--- src/hdl/cbr_pkg.sv ---
package cbr_pkg;

  // ------------------------------------------------------------
  // Timing
  // ------------------------------------------------------------
  localparam int CLOCK_PERIOD_NS = 4;
  localparam int OSC_PERIOD_NS = 40;
  localparam int OSC_DIV_CYCLES = (OSC_PERIOD_NS + CLOCK_PERIOD_NS - 1) / CLOCK_PERIOD_NS;
  localparam logic [7:0] OSC_DIV_LAST = 8'(OSC_DIV_CYCLES - 1);
  localparam int DOM_TIMEOUT_TICKS = 2500;
  localparam int SUPPRESS_TICKS = 4;
  localparam int CNT_W = 16;

  // ------------------------------------------------------------
  // Reset values
  // ------------------------------------------------------------
  localparam logic [7:0] DIV_RESET = 8'h00;
  localparam logic [CNT_W-1:0] CNT_RESET = 16'h0000;
  localparam logic PIN_IDLE = 1'b1;
  localparam logic OT_IDLE = 1'b0;

  // ------------------------------------------------------------
  // Timer path indices
  // ------------------------------------------------------------
  localparam int PATH_CTRL = 0;
  localparam int PATH_EXP = 1;
  localparam int PATH_BUS_ONE = 2;
  localparam int PATH_BUS_TWO = 3;

  // Pins: low means dominant or enabled, over_temp high means hot
  typedef struct packed {
    logic controller_transmit_in;
    logic expansion_transmit_in;
    logic bus_two_disable;
    logic bus_one_disable;
    logic bus_two_rx;
    logic bus_one_rx;
    logic over_temp;
  } cbr_pins_t;

  localparam cbr_pins_t PINS_RESET = '{PIN_IDLE, PIN_IDLE, PIN_IDLE, PIN_IDLE, PIN_IDLE, PIN_IDLE, OT_IDLE};

  typedef struct packed {
    logic [CNT_W-1:0] cnt;
    logic dom_out;
  } cbr_timer_state_t;

  typedef struct packed {
    cbr_pins_t meta;
    cbr_pins_t sync;
    logic [7:0] div;
    logic tick;
    logic [1:0] drive;
    logic [1:0][CNT_W-1:0] hold;
    logic rx0;
    logic rint;
    logic rint_oe;
  } cbr_state_t;

endpackage

--- src/hdl/cbr_repeater.sv ---
module cbr_repeater
#(
  parameter int DOM_TICKS = cbr_pkg::DOM_TIMEOUT_TICKS,
  parameter int HOLD_TICKS = cbr_pkg::SUPPRESS_TICKS
)
(
  // Clock and reset
  input wire logic clock,
  input wire logic reset_n,
  // Digital and comparator inputs
  input wire cbr_pkg::cbr_pins_t pins,
  // Bus drivers, high means drive dominant
  output logic bus_one_drive,
  output logic bus_two_drive,
  // Controller receive output
  output logic controller_receive_out,
  // Expansion receive output with enable
  output logic expansion_receive_out,
  output logic expansion_receive_oe
);
  import cbr_pkg::*;

  localparam logic [CNT_W-1:0] HOLD_LOAD = CNT_W'(HOLD_TICKS);

  cbr_state_t st;
  cbr_state_t next_st;
  logic [3:0] path_in;
  logic [3:0] t_dom;
  logic [1:0] supp;
  logic [1:0] rx_eff;
  logic [1:0] bus_req;
  logic ctrl_low;
  logic exp_low;

  // ------------------------------------------------------------
  // Helpers
  // ------------------------------------------------------------
  // Low pin level means dominant
  function automatic logic is_dom(input logic level);
    return level == 1'b0;
  endfunction

  function automatic logic [CNT_W-1:0] count_down(input logic [CNT_W-1:0] c, input logic t);
    return (t && c != CNT_RESET) ? c - 16'h0001 : c;
  endfunction

  // ------------------------------------------------------------
  // Receiver gating and timer inputs
  // ------------------------------------------------------------
  always_comb
  begin
    path_in[PATH_CTRL] = is_dom(st.sync.controller_transmit_in);
    path_in[PATH_EXP] = is_dom(st.sync.expansion_transmit_in);
    // Disabled receiver is forced recessive, else passed as is
    path_in[PATH_BUS_ONE] = !st.sync.bus_one_disable && is_dom(st.sync.bus_one_rx);
    path_in[PATH_BUS_TWO] = !st.sync.bus_two_disable && is_dom(st.sync.bus_two_rx);
  end

  // ------------------------------------------------------------
  // Dominant timers
  // ------------------------------------------------------------
  genvar gi;
  generate
    for (gi = 0; gi < 4; gi++)
    begin : g_timer
      cbr_dom_timer #(.LIMIT(DOM_TICKS)) u_timer
      (
        .clock(clock),
        .reset_n(reset_n),
        .tick(st.tick),
        .dom_in(path_in[gi]),
        .dom_out(t_dom[gi])
      );
    end
  endgenerate

  // ------------------------------------------------------------
  // Routing
  // ------------------------------------------------------------
  always_comb
  begin
    // Own drive echoes back; mask it and a short tail after it
    supp[0] = st.drive[0] || st.hold[0] != CNT_RESET;
    supp[1] = st.drive[1] || st.hold[1] != CNT_RESET;
    rx_eff[0] = t_dom[PATH_BUS_ONE] && !supp[0];
    rx_eff[1] = t_dom[PATH_BUS_TWO] && !supp[1];
    // Same equation for both buses, no priority
    bus_req[0] = t_dom[PATH_CTRL] || t_dom[PATH_EXP] || rx_eff[1];
    bus_req[1] = t_dom[PATH_CTRL] || t_dom[PATH_EXP] || rx_eff[0];
    ctrl_low = t_dom[PATH_CTRL] || t_dom[PATH_EXP] || rx_eff[0] || rx_eff[1];
    // Expansion input does not loop back to the expansion output
    exp_low = t_dom[PATH_CTRL] || rx_eff[0] || rx_eff[1];
  end

  // ------------------------------------------------------------
  // Next state
  // ------------------------------------------------------------
  always_comb
  begin
    next_st = st;
    // Two stages before anything looks at a pin
    next_st.meta = pins;
    next_st.sync = st.meta;
    // Internal oscillator as a tick divider
    if (st.div == OSC_DIV_LAST)
    begin
      next_st.div = DIV_RESET;
      next_st.tick = 1'b1;
    end
    else
    begin
      next_st.div = st.div + 8'h01;
      next_st.tick = 1'b0;
    end
    // Driver on only for dominant, enabled and cool
    next_st.drive[0] = bus_req[0] && !st.sync.bus_one_disable && !st.sync.over_temp;
    next_st.drive[1] = bus_req[1] && !st.sync.bus_two_disable && !st.sync.over_temp;
    // Release delay restarts each time drive ends
    for (int b = 0; b < 2; b++)
    begin
      if (st.drive[b])
        next_st.hold[b] = HOLD_LOAD;
      else
        next_st.hold[b] = count_down(st.hold[b], st.tick);
    end
    // Receive outputs keep working while too hot
    next_st.rx0 = !ctrl_low;
    next_st.rint = !exp_low;
    next_st.rint_oe = 1'b1;
  end

  // ------------------------------------------------------------
  // State register
  // ------------------------------------------------------------
  always_ff @(posedge clock)
  begin
    if (!reset_n)
    begin
      // Synchronisers reset to the idle levels, pins pulled up and over_temp low
      st.meta <= PINS_RESET;
      st.sync <= PINS_RESET;
      st.div <= DIV_RESET;
      st.tick <= 1'b0;
      st.drive <= 2'h0;
      st.hold <= '0;
      st.rx0 <= 1'b1;
      st.rint <= 1'b1;
      st.rint_oe <= 1'b0;
    end
    else
      st <= next_st;
  end

  // ------------------------------------------------------------
  // Outputs
  // ------------------------------------------------------------
  assign bus_one_drive = st.drive[0];
  assign bus_two_drive = st.drive[1];
  assign controller_receive_out = st.rx0;
  assign expansion_receive_out = st.rint;
  assign expansion_receive_oe = st.rint_oe;
endmodule // cbr_repeater

--- src/hdl/cbr_dom_timer.sv ---
module cbr_dom_timer
#(
  parameter int LIMIT = cbr_pkg::DOM_TIMEOUT_TICKS
)
(
  // Clock and reset
  input wire logic clock,
  input wire logic reset_n,
  // Oscillator tick and path
  input wire logic tick,
  input wire logic dom_in,
  output logic dom_out
);
  import cbr_pkg::*;

  localparam logic [CNT_W-1:0] LIM = CNT_W'(LIMIT);

  cbr_timer_state_t st;
  cbr_timer_state_t next_st;

  // ------------------------------------------------------------
  // Dominant time-out
  // ------------------------------------------------------------
  always_comb
  begin
    next_st = st;
    if (!dom_in)
      next_st.cnt = CNT_RESET;
    else if (tick && st.cnt < LIM)
      next_st.cnt = st.cnt + 16'h0001;
    // Stuck dominant turns recessive until the input releases
    next_st.dom_out = dom_in && (next_st.cnt < LIM);
  end

  always_ff @(posedge clock)
  begin
    if (!reset_n)
    begin
      st.cnt <= CNT_RESET;
      st.dom_out <= 1'b0;
    end
    else
      st <= next_st;
  end

  assign dom_out = st.dom_out;
endmodule // cbr_dom_timer

--- config.mk ---
export PLATFORM = sky130hd
export DESIGN_NAME = cbr_repeater
export DESIGN_NICKNAME = d
export VERILOG_FILES = /design/src/hdl/cbr_pkg.sv /design/src/hdl/cbr_repeater.sv /design/src/hdl/cbr_dom_timer.sv
export SDC_FILE = /design/constraint.sdc
export NUM_CORES = 1
export LEC_CHECK = 0
export ABC_AREA = 1
export ABC_CLOCK_PERIOD_IN_PS = 1900
export BUFFER_PORTS_ARGS = -buffer_cell sky130_fd_sc_hd__buf_2
export CORE_MARGIN = 2
export CORE_UTILIZATION = 35
export DETAILED_ROUTE_END_ITERATION = 7
export GPL_ROUTABILITY_DRIVEN = 1
export HOLD_SLACK_MARGIN = 0.1
export PLACE_DENSITY = 0.48
export SYNTH_ARGS = -nofsm -noshare
export SYNTH_HDL_FRONTEND = slang
export SYNTH_HIERARCHICAL = 1
export SYNTH_SLANG_ARGS = --single-unit
--- constraint.sdc ---
create_clock -name clock -period 1.9 [get_ports clock]
set_input_delay 0.285 -clock clock [delete_from_list [all_inputs] [get_ports clock]]
set_output_delay 0.285 -clock clock [all_outputs]
set_load 0.1 [all_outputs]
==> results of run 1 <==
sequential cells by signal, summed over array words and instances (netlist names):
| name | count |
|---|---|
| expansion_receive_oe | 1 |
| bus_one_drive | 1 |
| bus_two_drive | 1 |
| next_st | 7 |
| expansion_receive_out | 1 |
| g_timer.u_timer/st | 64 |
| st | 48 |
| controller_receive_out | 1 |
| g_timer.u_timer/dom_out | 4 |
final cells by class:
type | count | area share [%]
multi-input cells | 810 | 48.83
flip-flops and latches | 128 | 30.98
clock buffers | 26 | 6.276
inverters | 104 | 4.778
repair buffers | 51 | 4.446
well taps | 270 | 4.083
clock inverters | 4 | 0.6049
logic make-up (layout without fill, tap and decap cells):
family                     count (synthesis)  count (layout)  synth area share (%)
and+or+nand+nor                          699             699                 43.54
DFF                                      128             128                 35.64
buffers and inverters                    128             185                 8.684
AOI/OAI and AO/OA                         68              68                 6.370
xor gates and xnor gates                  33              33                 4.020
adders and majority gates                 10              10                 1.740
timing repair:
| action | CTS | global route |
|---|---|---|
| resized for setup | 0 | 10 |
| endpoints found under the setup margin | 0 | 4 |
| setup buffers | 0 | 0 |
| endpoints found under the hold margin | 7 | 0 |
| hold buffers | 7 | 0 |
power groups by stage:
stage	sequential, µW	combinational [µW]	clock [µW]
after floorplan	2790	76.8	0
after CTS	2720	151	3240
after global routing	2720	166	3360
after global placement	2780	140	0
after detailed placement	2780	140	0
final	2720	148	3140
through the flow:
stage | instances | hold slack [ps] | total power, µW | util, %
2_1_floorplan | 1066 | 312.7 | 2871 | -
3_3_place_gp | 1356 | 393.8 | 2919 | 37.66
3_5_place_dp | 1356 | 397.5 | 2919 | 37.66
4_1_cts | 1393 | 268.0 | 6112 | 40.83
5_1_grt | 1393 | 276.6 | 6244 | 41.02
6_report | 1393 | 273.0 | 6009 | 41.02
how the worst max path moves through the flow:
| stage | start | to | slack, ps |
|---|---|---|---|
| global route | g_timer[2].u_timer/st[1] | g_timer[2].u_timer/dom_out | 8 |
| detailed placement | st[37] | g_timer[1].u_timer/dom_out | 70 |
| CTS | st[37] | g_timer[1].u_timer/dom_out | 60 |
| finish | g_timer[1].u_timer/st[4] | g_timer[1].u_timer/dom_out | 170 |
| global placement | g_timer[1].u_timer/st[1] | g_timer[1].u_timer/dom_out | 130 |
| floorplan | bus_two_drive | st[28] | 210 |
cell usage in the layout (no fill, tap or decap), types with 19 or more instances in the layout:
cell     count
nand4_1     19
nand2_2     36
inv_1       98
nand2_1    329
a21oi_1     27
nor2_1     177
nor2_2      24
xor2_1      26
dfxtp_1    127
buf_4       31
nand3_1     54
critical path, delay by kind of cell (launching register included):
kind                   cells  cell delay (ps)
and+or+nand+nor           10             1150
buffers and inverters      1               70
DFF                        1              420
routing by layer:
layer / vias up / wire (µm) / share of wire, %
li1: 3412 / - / -
met1: 2820 / 8344 / 51
met2: 44 / 7339 / 45
met3: 14 / 357 / 2.2
met4: 0 / 187 / 1.2
met5: - / 0 / 0
cell usage after synthesis (all sizes together) (2+ instances only):
cell / n
nor3: 15
ha: 10
nand2: 368
nor2: 203
buf: 18
xor2: 26
nand4: 19
a21boi: 5
dfxtp: 128
or2: 12
nand3: 66
o21ai: 16
a21oi: 44
clkinv: 4
xnor2: 7
inv: 100
nand3b: 14
clkbuf: 6
o21bai: 2
==> metrics.md, run 1 <==
| Metric | Value |
|---|---|
| Status | `completed` |
| Share of cells above drive strength 1 | `between 10% and 20%` |
| Peak supply drop | `about 0.61 mV` |
| Vias/cell | `about 4.5` |
| Slowest CP cell | `dfxtp_1` |
| Period utilization | `around 91%` |
| Relative slew slack | `approximately 62%` |
| Vias in the first global route | `6086` |
| Ys Warns | `6` |
| Most frequent cell on the critical path | `nand2_1` |
| Combinational Power Share | `2.5%` |
| Pre-CTS setup slack | `67.05 ps` |
| Worst hold endpoint | `expansion_receive_oe` |
| Critical register-to-register path startpoint | `g_timer[1].u_timer/st[4]` |
| Met2 Use GR | `26.14%` |
| Least-Margin Pin Slew | `562.3 ps` |
| GR Util met3 | `3.385%` |
| Post-synth cell types | `39` |
| Final net count | `around 1100` |
| Post-DP HPWL | `between 10 and 15 mm` |
| Largest net degree at the start of global routing | `19` |
| Area share of the largest cell type after synthesis | `35.64%` |
| RSZ-0062 raised after global routing | `false` |
| Pre-antenna DRT Iters | `5` |
| I/O pins | `14` |
| Crit path capture type | `register` |
| Cell Area, Placed | `0.007596 mm²` |
| Total Negative Setup Slacks | `0 ps` |
| DIE WIDTH | `approximately 150 µm` |
| Internal Pwr Total | `4750 µW` |
| Clock Latency Late Sink | `about 420 ps` |
| Core ar. | `0.02017 mm²` |
| DIE HEIGHT | `147.3 µm` |
| R2R cell count | `11` |
| Starting Density | `a little over a third` |
| Clock skew | `6.919 ps` |
| Max-cap violations | `0` |
| Final Wtd Congestion | `0.8047` |
| GRT overflow | `0` |
| Port Buffers | `13` |
| Clock network fraction of design power | `a little over half` |
| Part of the power in registers | `45.3%` |
| Yosys top cell by area | `dfxtp_1` |
| Cell Pwr Density | `726.2 mW/mm²` |
| CTS tree | `yes` |
| Leak Pwr | `roughly 0.0035 µW` |
| Worst Hold Depth | `2` |
| R2R Setup Slk | `around 170 ps` |
| FP Rows | `between 50 and 60` |
| Reg2reg end | `g_timer[1].u_timer/dom_out` |
| Busiest layer in global routing | `met2` |
| Met1 Use GR | `between 20% and 30%` |
| Syn avg cell area | `6.744 µm²` |
| Routed WL | `16.23 mm` |
| Ys flop type | `dfxtp_1` |
| CTS Buf Count | `17` |
| Via count | `6290` |
| Synth area leaders | `dfxtp_1 (36%), nand2_1 (17%), nor2_1 (9.2%)` |
| Required time worst endpoint | `2220 ps` |
| Pins Over Slew Limit | `0` |
| Post-synthesis cell area | `0.007189 mm²` |
| Fillers | `around 2200` |
| Post-Synthesis Cells | `1066` |
| Fin. Hold Viols | `0` |
| Ys async rst share | `0%` |
| EDFF count, synth | `0` |
| Antenna violations before repair | `0` |
| Critical hold path startpoint | `reset_n` |
| CTS clk-pin slew, worst paths | `60 ps` |
| Clock Sinks | `128` |
| Die area | `0.02170 mm²` |
| Multi-input combinational cell area | `0.004040 mm²` |
| Max incr delay on CP | `between 400 and 500 ps` |
| Storage cell area | `0.002564 mm²` |
| Final setup margin | `170.9 ps` |
| Tot GR Track Use | `between 10% and 20%` |
| Inserted Diodes | `0` |
| Sw frac | `a little over a fifth` |
| Final setup vio count | `0` |
| Post-route ant nets | `0` |
| First-iteration detailed-routing DRC count | `around 260` |
| Post-Syn Nets | `1085` |
| CP Launch Type | `register` |
| First-pass GRT wire length | `28.43 mm` |
| Net Sw Power | `1258 µW` |
| P&R area growth vs syn | `15.09%` |
| CP Max Fanout | `11` |
| Critical path class | `register to register` |
| Sequential fraction of the synthesis area | `35.64%` |
| DRC Markers | `0` |
| FF+latch count, synth | `roughly 130` |
| Tmin final | `1729 ps` |
| Finished Cell Area | `slightly above 0.008 mm²` |
| Root Driver | `clkbuf_16` |
| Arrival time at the worst endpoint | `2050 ps` |
| Worst hold path class | `input pin to register` |
| Clock Path Buffers | `2` |
| DR WL/cell | `11.65 µm` |
| Max Fclk | `578.3 MHz` |
| H-tree depth | `4` |
| Crit-path cells | `nor2_1 -> nand2_1 -> nand4_1 -> nand2_1 -> nand2_1 -> nand2_1 -> nand3_1 -> inv_1 -> nand3_1 -> nor2_1 -> nor2_1` |
Power figures use the tool's default switching activity.
==> run 2, diff against run 1 <==
--- a/config.mk
+++ b/config.mk
@@ -14,7 +14,7 @@
 export GPL_ROUTABILITY_DRIVEN = 1
 export HOLD_SLACK_MARGIN = 0.1
 export PLACE_DENSITY = 0.48
+export SLEW_MARGIN = 40
 export SYNTH_ARGS = -nofsm -noshare
 export SYNTH_HDL_FRONTEND = slang
-export SYNTH_HIERARCHICAL = 1
 export SYNTH_SLANG_ARGS = --single-unit
==> run 2 against run 1 <==
Net effect: core utilization increased by 0.95 points; clock power increased by 4%; register-to-register slack got worse by 30 ps; critical path type unchanged; critical endpoint is now st[11].
==> metrics.md, run 2 <==
| Metric | Value |
|---|---|
| Status | `completed` |
| I/O pins | `14` |
| Tmin final | `1763 ps` |
| Largest register FFs | `64` |
| Die area | `0.02019 mm²` |
| Largest family of logic cells by synthesized area | `simple AND/OR/NAND/NOR gates` |
| Inserted Diodes | `0` |
| Post-DP HPWL | `11.25 mm` |
| Crit path capture type | `register` |
| Cell Area, Placed | `0.007127 mm²` |
| CP Max Fanout | `12` |
| Commonest non-fill, non-tap cell in the layout | `nand2_1` |
| Post-synth cell types | `slightly above 40` |
| Ys Warns | `0` |
| Vias in the first global route | `5605` |
| Relative slew slack | `roughly two thirds` |
| CTS clk-pin slew, worst paths | `60 ps` |
| Via count | `5960` |
| Root Driver | `clkbuf_16` |
| FP Rows | `50` |
| Max Fclk | `567.1 MHz` |
| Clock network fraction of design power | `a little over half` |
| Post-route ant nets | `0` |
| Sequential fraction of the synthesis area | `38.40%` |
| CP Launch Type | `register` |
| Critical path class | `register to register` |
| Post-Syn Nets | `1013` |
| Tot GR Track Use | `16.49%` |
| First-pass GRT wire length | `26.94 mm` |
| Most frequent cell after synthesis | `nand2_1` |
| Pre-antenna DRT Iters | `5` |
| Vias/cell | `4.613` |
| Leak Pwr | `0.003287 µW` |
| DIE HEIGHT | `142.1 µm` |
| FF+latch count, synth | `128` |
| Clock skew | `9.480 ps` |
| Finished Cell Area | `about 0.0079 mm²` |
| Share of cells above drive strength 1 | `14.74%` |
| Final setup vio count | `0` |
| GRT overflow | `0` |
| Required time worst endpoint | `2210 ps` |
| RSZ-0062 raised after global routing | `true` |
| Worst hold path class | `input pin to register` |
| Pre-CTS setup slack | `110.7 ps` |
| Yosys top cell by area | `dfxtp_1` |
| Pwr Total | `6153 µW` |
| Mux share of post-synthesis cell area | `0%` |
| Pins Over Slew Limit | `0` |
| Clock Sinks | `128` |
| Part of the power in registers | `between 40 and 50%` |
| Post-Synthesis Cells | `996` |
| Core ar. | `0.01871 mm²` |
| Peak supply drop | `0.5889 mV` |
| DRC Markers | `0` |
| Internal Pwr Total | `4818 µW` |
| Synth area leaders | `dfxtp_1 (38%), nand2_1 (16%), nor2_1 (8.8%)` |
| Largest Register | `g_timer.u_timer.st` |
| Ys flop type | `dfxtp_1` |
| Antenna violations before repair | `0` |
| Ys async rst share | `0%` |
| Cell Pwr Density | `between 700 and 800 mW/mm²` |
| Net Sw Power | `1334 µW` |
| First-iteration detailed-routing DRC count | `353` |
| Period utilization | `between 90 and 100%` |
| Clock Latency Late Sink | `420 ps` |
| Final net count | `between 1000 and 1500` |
| Final setup margin | `136.6 ps` |
| Fillers | `1981` |
| Combinational Power Share | `2.4%` |
| Sw frac | `21.69%` |
| H-tree depth | `4` |
| Least-Margin Pin Slew | `499.4 ps` |
| Arrival time at the worst endpoint | `roughly 2100 ps` |
| CTS Buf Count | `17` |
| Port Buffers | `13` |
| Largest net degree at the start of global routing | `17` |
| EDFF count, synth | `0` |
| Syn avg cell area | `6.699 µm²` |
| DR WL/cell | `roughly 12 µm` |
| Clock Path Buffers | `2` |
| Simple-gate share of the synthesized area | `41.72%` |
| Compound-Gate Fraction of Synth Area | `6.057%` |
| Most frequent cells in the layout | `nand2_1 (284), nor2_1 (155), dfxtp_1 (126), inv_1 (101), nand3_1 (61)` |
| Fin. Hold Viols | `0` |
| Post-synthesis cell area | `0.006673 mm²` |
| Area share of the largest cell type after synthesis | `about two fifths` |
| Final Wtd Congestion | `0.8204` |
| Routed WL | `~16 mm` |
| DIE WIDTH | `142.1 µm` |
| Starting Density | `a little over a third` |
| P&R area growth vs syn | `17.66%` |
| Top cells by count, synth | `nand2_1 (284), nor2_1 (156), dfxtp_1 (128)` |
| Max-cap violations | `0` |
| Adder-Cell Fraction of Synth Area | `1.500%` |
| Xor-xnor portion of the synthesized cell area | `4.069%` |
| CTS tree | `yes` |
==> run 2: cell families (layout without fill, tap and decap cells) <==
group                      after synthesis  count (layout)
xor gates and xnor gates                31              31
AOI/OAI and AO/OA                       77              77
adders and majority gates                8               8
and+or+nand+nor                        620             620
DFF                                    128             128
buffers and inverters                  132             194
==> run 2: power by group through the flow <==
stage | combinational [µW] | clock (µW) | sequential (µW)
3_5_place_dp | 139 | 0 | 2780
2_1_floorplan | 70.5 | 0 | 2790
3_3_place_gp | 139 | 0 | 2780
5_1_grt | 164 | 3480 | 2720
6_report | 148 | 3280 | 2720
4_1_cts | 150 | 3360 | 2720
==> run 2: final cells by class <==
| cell class | count | area, µm² | area share [%] |
|---|---|---|---|
| Inverter | 111 | 424.2 | 5.402 |
| Clock inverter | 10 | 108.9 | 1.386 |
| Clock buffer | 22 | 484.2 | 6.167 |
| Timing Repair Buffer | 51 | 367.9 | 4.685 |
| Multi-Input combinational cell | 736 | 3608 | 45.96 |
| Sequential cell | 128 | 2565 | 32.67 |
| Tap cell | 234 | 292.8 | 3.729 |
==> run 2: what timing repair did <==
action,in CTS,in global routing
endpoints found under the hold margin,7,0
gates resized for setup,0,13
endpoints found under the setup margin,0,11
hold buffers,7,0
setup buffers,0,1
==> run 2: through the flow <==
stage	hold slack [ps]	std cells	utilization (%)	setup TNS, ps
4_1_cts	217.0	1291	41.65	0
5_1_grt	219.2	1292	41.97	-4.091
6_report	221.1	1292	41.97	0
3_3_place_gp	399.9	1252	38.10	0
2_1_floorplan	312.7	996	-	0
3_5_place_dp	401.6	1252	38.10	0
==> run 2: per-layer routing <==
| metal | part of all wire, % | GRT usage [%] |
|---|---|---|
| met5 | 0 | 0 |
| met3 | 2.9 | 3.903 |
| met4 | 0.70 | 4.579 |
| met2 | 44 | 25.55 |
| met1 | 52 | 22.93 |
==> run 2: path summary, 6_finish.rpt <==
| path | from | endpoint | slack (ps) | depth (start not counted) |
|---|---|---|---|---|
| max | st[3] | st[11] | 140 | 11 |
| min | reset_n | expansion_receive_oe | 220 | 2 |
| max reg2reg | st[3] | st[11] | 140 | 11 |
| min reg2reg | next_st[47] | st[47] | 410 | 1 |
==> run 2: critical path, stage by stage, from the launching register on <==
cell and delay (ps):
dfxtp_1 310, inv_1 80, ha_1 210, nand3_2 140, nor2_2 170, nand3_2 140
nand2_4 150, inv_4 90, nand3_1 110, inv_1 60, o21ai_0 140, a21oi_1 50
==> run 3, diff against run 2 <==
--- a/config.mk
+++ b/config.mk
@@ -10,6 +10,7 @@
 export BUFFER_PORTS_ARGS = -buffer_cell sky130_fd_sc_hd__buf_2
 export CORE_MARGIN = 2
 export CORE_UTILIZATION = 35
+export CTS_BUF_LIST = sky130_fd_sc_hd__clkbuf_2 sky130_fd_sc_hd__clkbuf_4 sky130_fd_sc_hd__clkbuf_8
 export DETAILED_ROUTE_END_ITERATION = 7
 export GPL_ROUTABILITY_DRIVEN = 1
 export HOLD_SLACK_MARGIN = 0.1
==> run 3 against run 2 <==
Net effect: core utilization shrank 0.90 points; non-clock buffer count increased by 1; routed wire length decreased by 0.59%; sequential share of layout area rose by 0.72 points; count of clock-buffer cells in the layout did not move; cell area decreased by 2.2%; die area is the same; cell count about the same; via count down 0.10%; largest power group is now sequential cells.
==> metrics.md, run 3 (same netlist as run 2, synthesis figures left out) <==
| Metric | Value |
|---|---|
| I/O pins | `14` |
| H-tree depth | `4` |
| Port Buffers | `13` |
| Most frequent cells in the layout | `nand2_1 (284), nor2_1 (154), dfxtp_1 (126), inv_1 (101), nand3_1 (61)` |
| Inserted Diodes | `0` |
| Final net count | `between 1000 and 1500` |
| Final Wtd Congestion | `0.8204` |
| Total Negative Setup Slacks | `0 ps` |
| First-pass GRT wire length | `26.85 mm` |
| Largest register FFs | `between 60 and 70` |
| Pins Over Slew Limit | `0` |
| Share of cells above drive strength 1 | `15.20%` |
| DRC Markers | `0` |
| GR Util met3 | `3.735%` |
| Tot GR Track Use | `approximately 16%` |
| First-iteration detailed-routing DRC count | `between 300 and 400` |
| CTS tree | `yes` |
| Commonest non-fill, non-tap cell in the layout | `nand2_1` |
| DIE WIDTH | `142.1 µm` |
| Post-route ant nets | `0` |
| Max Fclk | `approximately 570 MHz` |
| P&R area growth vs syn | `15.13%` |
| Largest net degree at the start of global routing | `17` |
| Required time worst endpoint | `2240 ps` |
| Tmin final | `approximately 1800 ps` |
| Pre-CTS setup slack | `approximately 110 ps` |
| Max-cap violations | `0` |
| Arrival time at the worst endpoint | `2100 ps` |
| Die area | `roughly 0.020 mm²` |
| CTS clk-pin slew, worst paths | `80 ps` |
| Relative slew slack | `66.93%` |
| Clock Path Buffers | `2` |
| Fin util | `between 40% and 50%` |
| Worst hold path class | `input pin to register` |
| Clock Sinks | `about 130` |
| GRT overflow | `0` |
| Via count | `5954` |
| CTS Buf Count | `17` |
| Max incr delay on CP | `310 ps` |
| Crit-path cells | `inv_1 -> ha_1 -> nand3_2 -> nor2_2 -> nand3_2 -> nand2_4 -> inv_4 -> nand3_1 -> inv_1 -> o21ai_0 -> a21oi_1` |
| Final setup margin | `136.5 ps` |
| Vias/cell | `4.605` |
| CP Launch Type | `register` |
| Met2 Use GR | `approximately a quarter` |
| Starting Density | `35.67%` |
| Cell Pwr Density | `roughly 690 mW/mm²` |
| Pre-antenna DRT Iters | `5` |
| Period utilization | `92.81%` |
| Met1 Use GR | `23.07%` |
| Core ar. | `around 0.019 mm²` |
| Crit path capture type | `register` |
| Antenna violations before repair | `0` |
| Leak Pwr | `0.003212 µW` |
| Largest Register | `g_timer.u_timer.st` |
| Routed WL | `15.44 mm` |
| Fin. Hold Viols | `0` |
| Busiest layer in global routing | `met2` |
| Slowest CP cell | `dfxtp_1` |
| Clock skew | `roughly 10 ps` |
| CP Max Fanout | `12` |
| Vias in the first global route | `5590` |
| Root Driver | `clkbuf_8` |
| RSZ-0062 raised after global routing | `true` |
| DIE HEIGHT | `142.1 µm` |
| Least-Margin Pin Slew | `499.4 ps` |
| Final setup vio count | `0` |
| DR WL/cell | `11.94 µm` |
| Status | `completed` |
| FP Rows | `50` |
| Post-DP HPWL | `11.25 mm` |
| Peak supply drop | `0.4059 mV` |
| Critical path class | `register to register` |
| Clock Latency Late Sink | `440 ps` |
==> run 3: layout make-up <==
cell class	instances	area (µm²)
Fill cell	2000	11020
Multi-Input combinational cell	736	3620
Sequential cell	128	2565
Inverter	111	424.2
Timing Repair Buffer	52	375.4
Clock buffer	22	296.5
Tap cell	234	292.8
Clock inverter	10	108.9
==> run 3: path summary, 6_finish.rpt <==
kind               start                   end  slack (ps)  cells past startpoint
max reg2reg        st[3]                st[11]         140                     11
min reg2reg  next_st[47]                st[47]         420                      1
max                st[3]                st[11]         140                     11
min              reset_n  expansion_receive_oe         190                      2
==> run 3: metrics by stage <==
| step | std cells | instance area (µm²) | power [µW] | hold WS, ps |
|---|---|---|---|---|
| floorplan | 996 | 6673 | 2865 | 312.7 |
| global placement | 1252 | 7127 | 2919 | 399.9 |
| detailed placement | 1252 | 7127 | 2919 | 401.6 |
| CTS | 1291 | 7602 | 5370 | 177.3 |
| global route | 1293 | 7682 | 5500 | 172.7 |
| finish | 1293 | 7682 | 5292 | 194.4 |
==> run 3: power breakdown <==
| part | internal [µW] | switching, µW |
|---|---|---|
| logic | 49.6 | 98.6 |
| registers | 2700 | 13.5 |
| clock network | 1310 | 1110 |
| total | 4060 | 1230 |
==> run 3: per-layer routing <==
layer	share of wire [%]	vias up
met5	0	-
met4	1.2	0
met3	2.7	12
met2	43	70
met1	53	2638
li1	-	3234
==> run 3: what timing repair did <==
action,in CTS,in global routing
setup endpoints to repair,0,12
hold buffers,7,0
buffers inserted,0,2
endpoints found under the hold margin,7,0
gates resized for setup,0,16
==> run 3: critical path: cells and delay by family (launching register included) <==
kind | cells | cell delay, ps
AND/OR/NAND/NOR | 5 | 720
buffers and inverters | 3 | 230
adder cells (fa/ha/maj) | 1 | 210
flip-flops | 1 | 310
AO/OA/AOI/OAI | 2 | 190
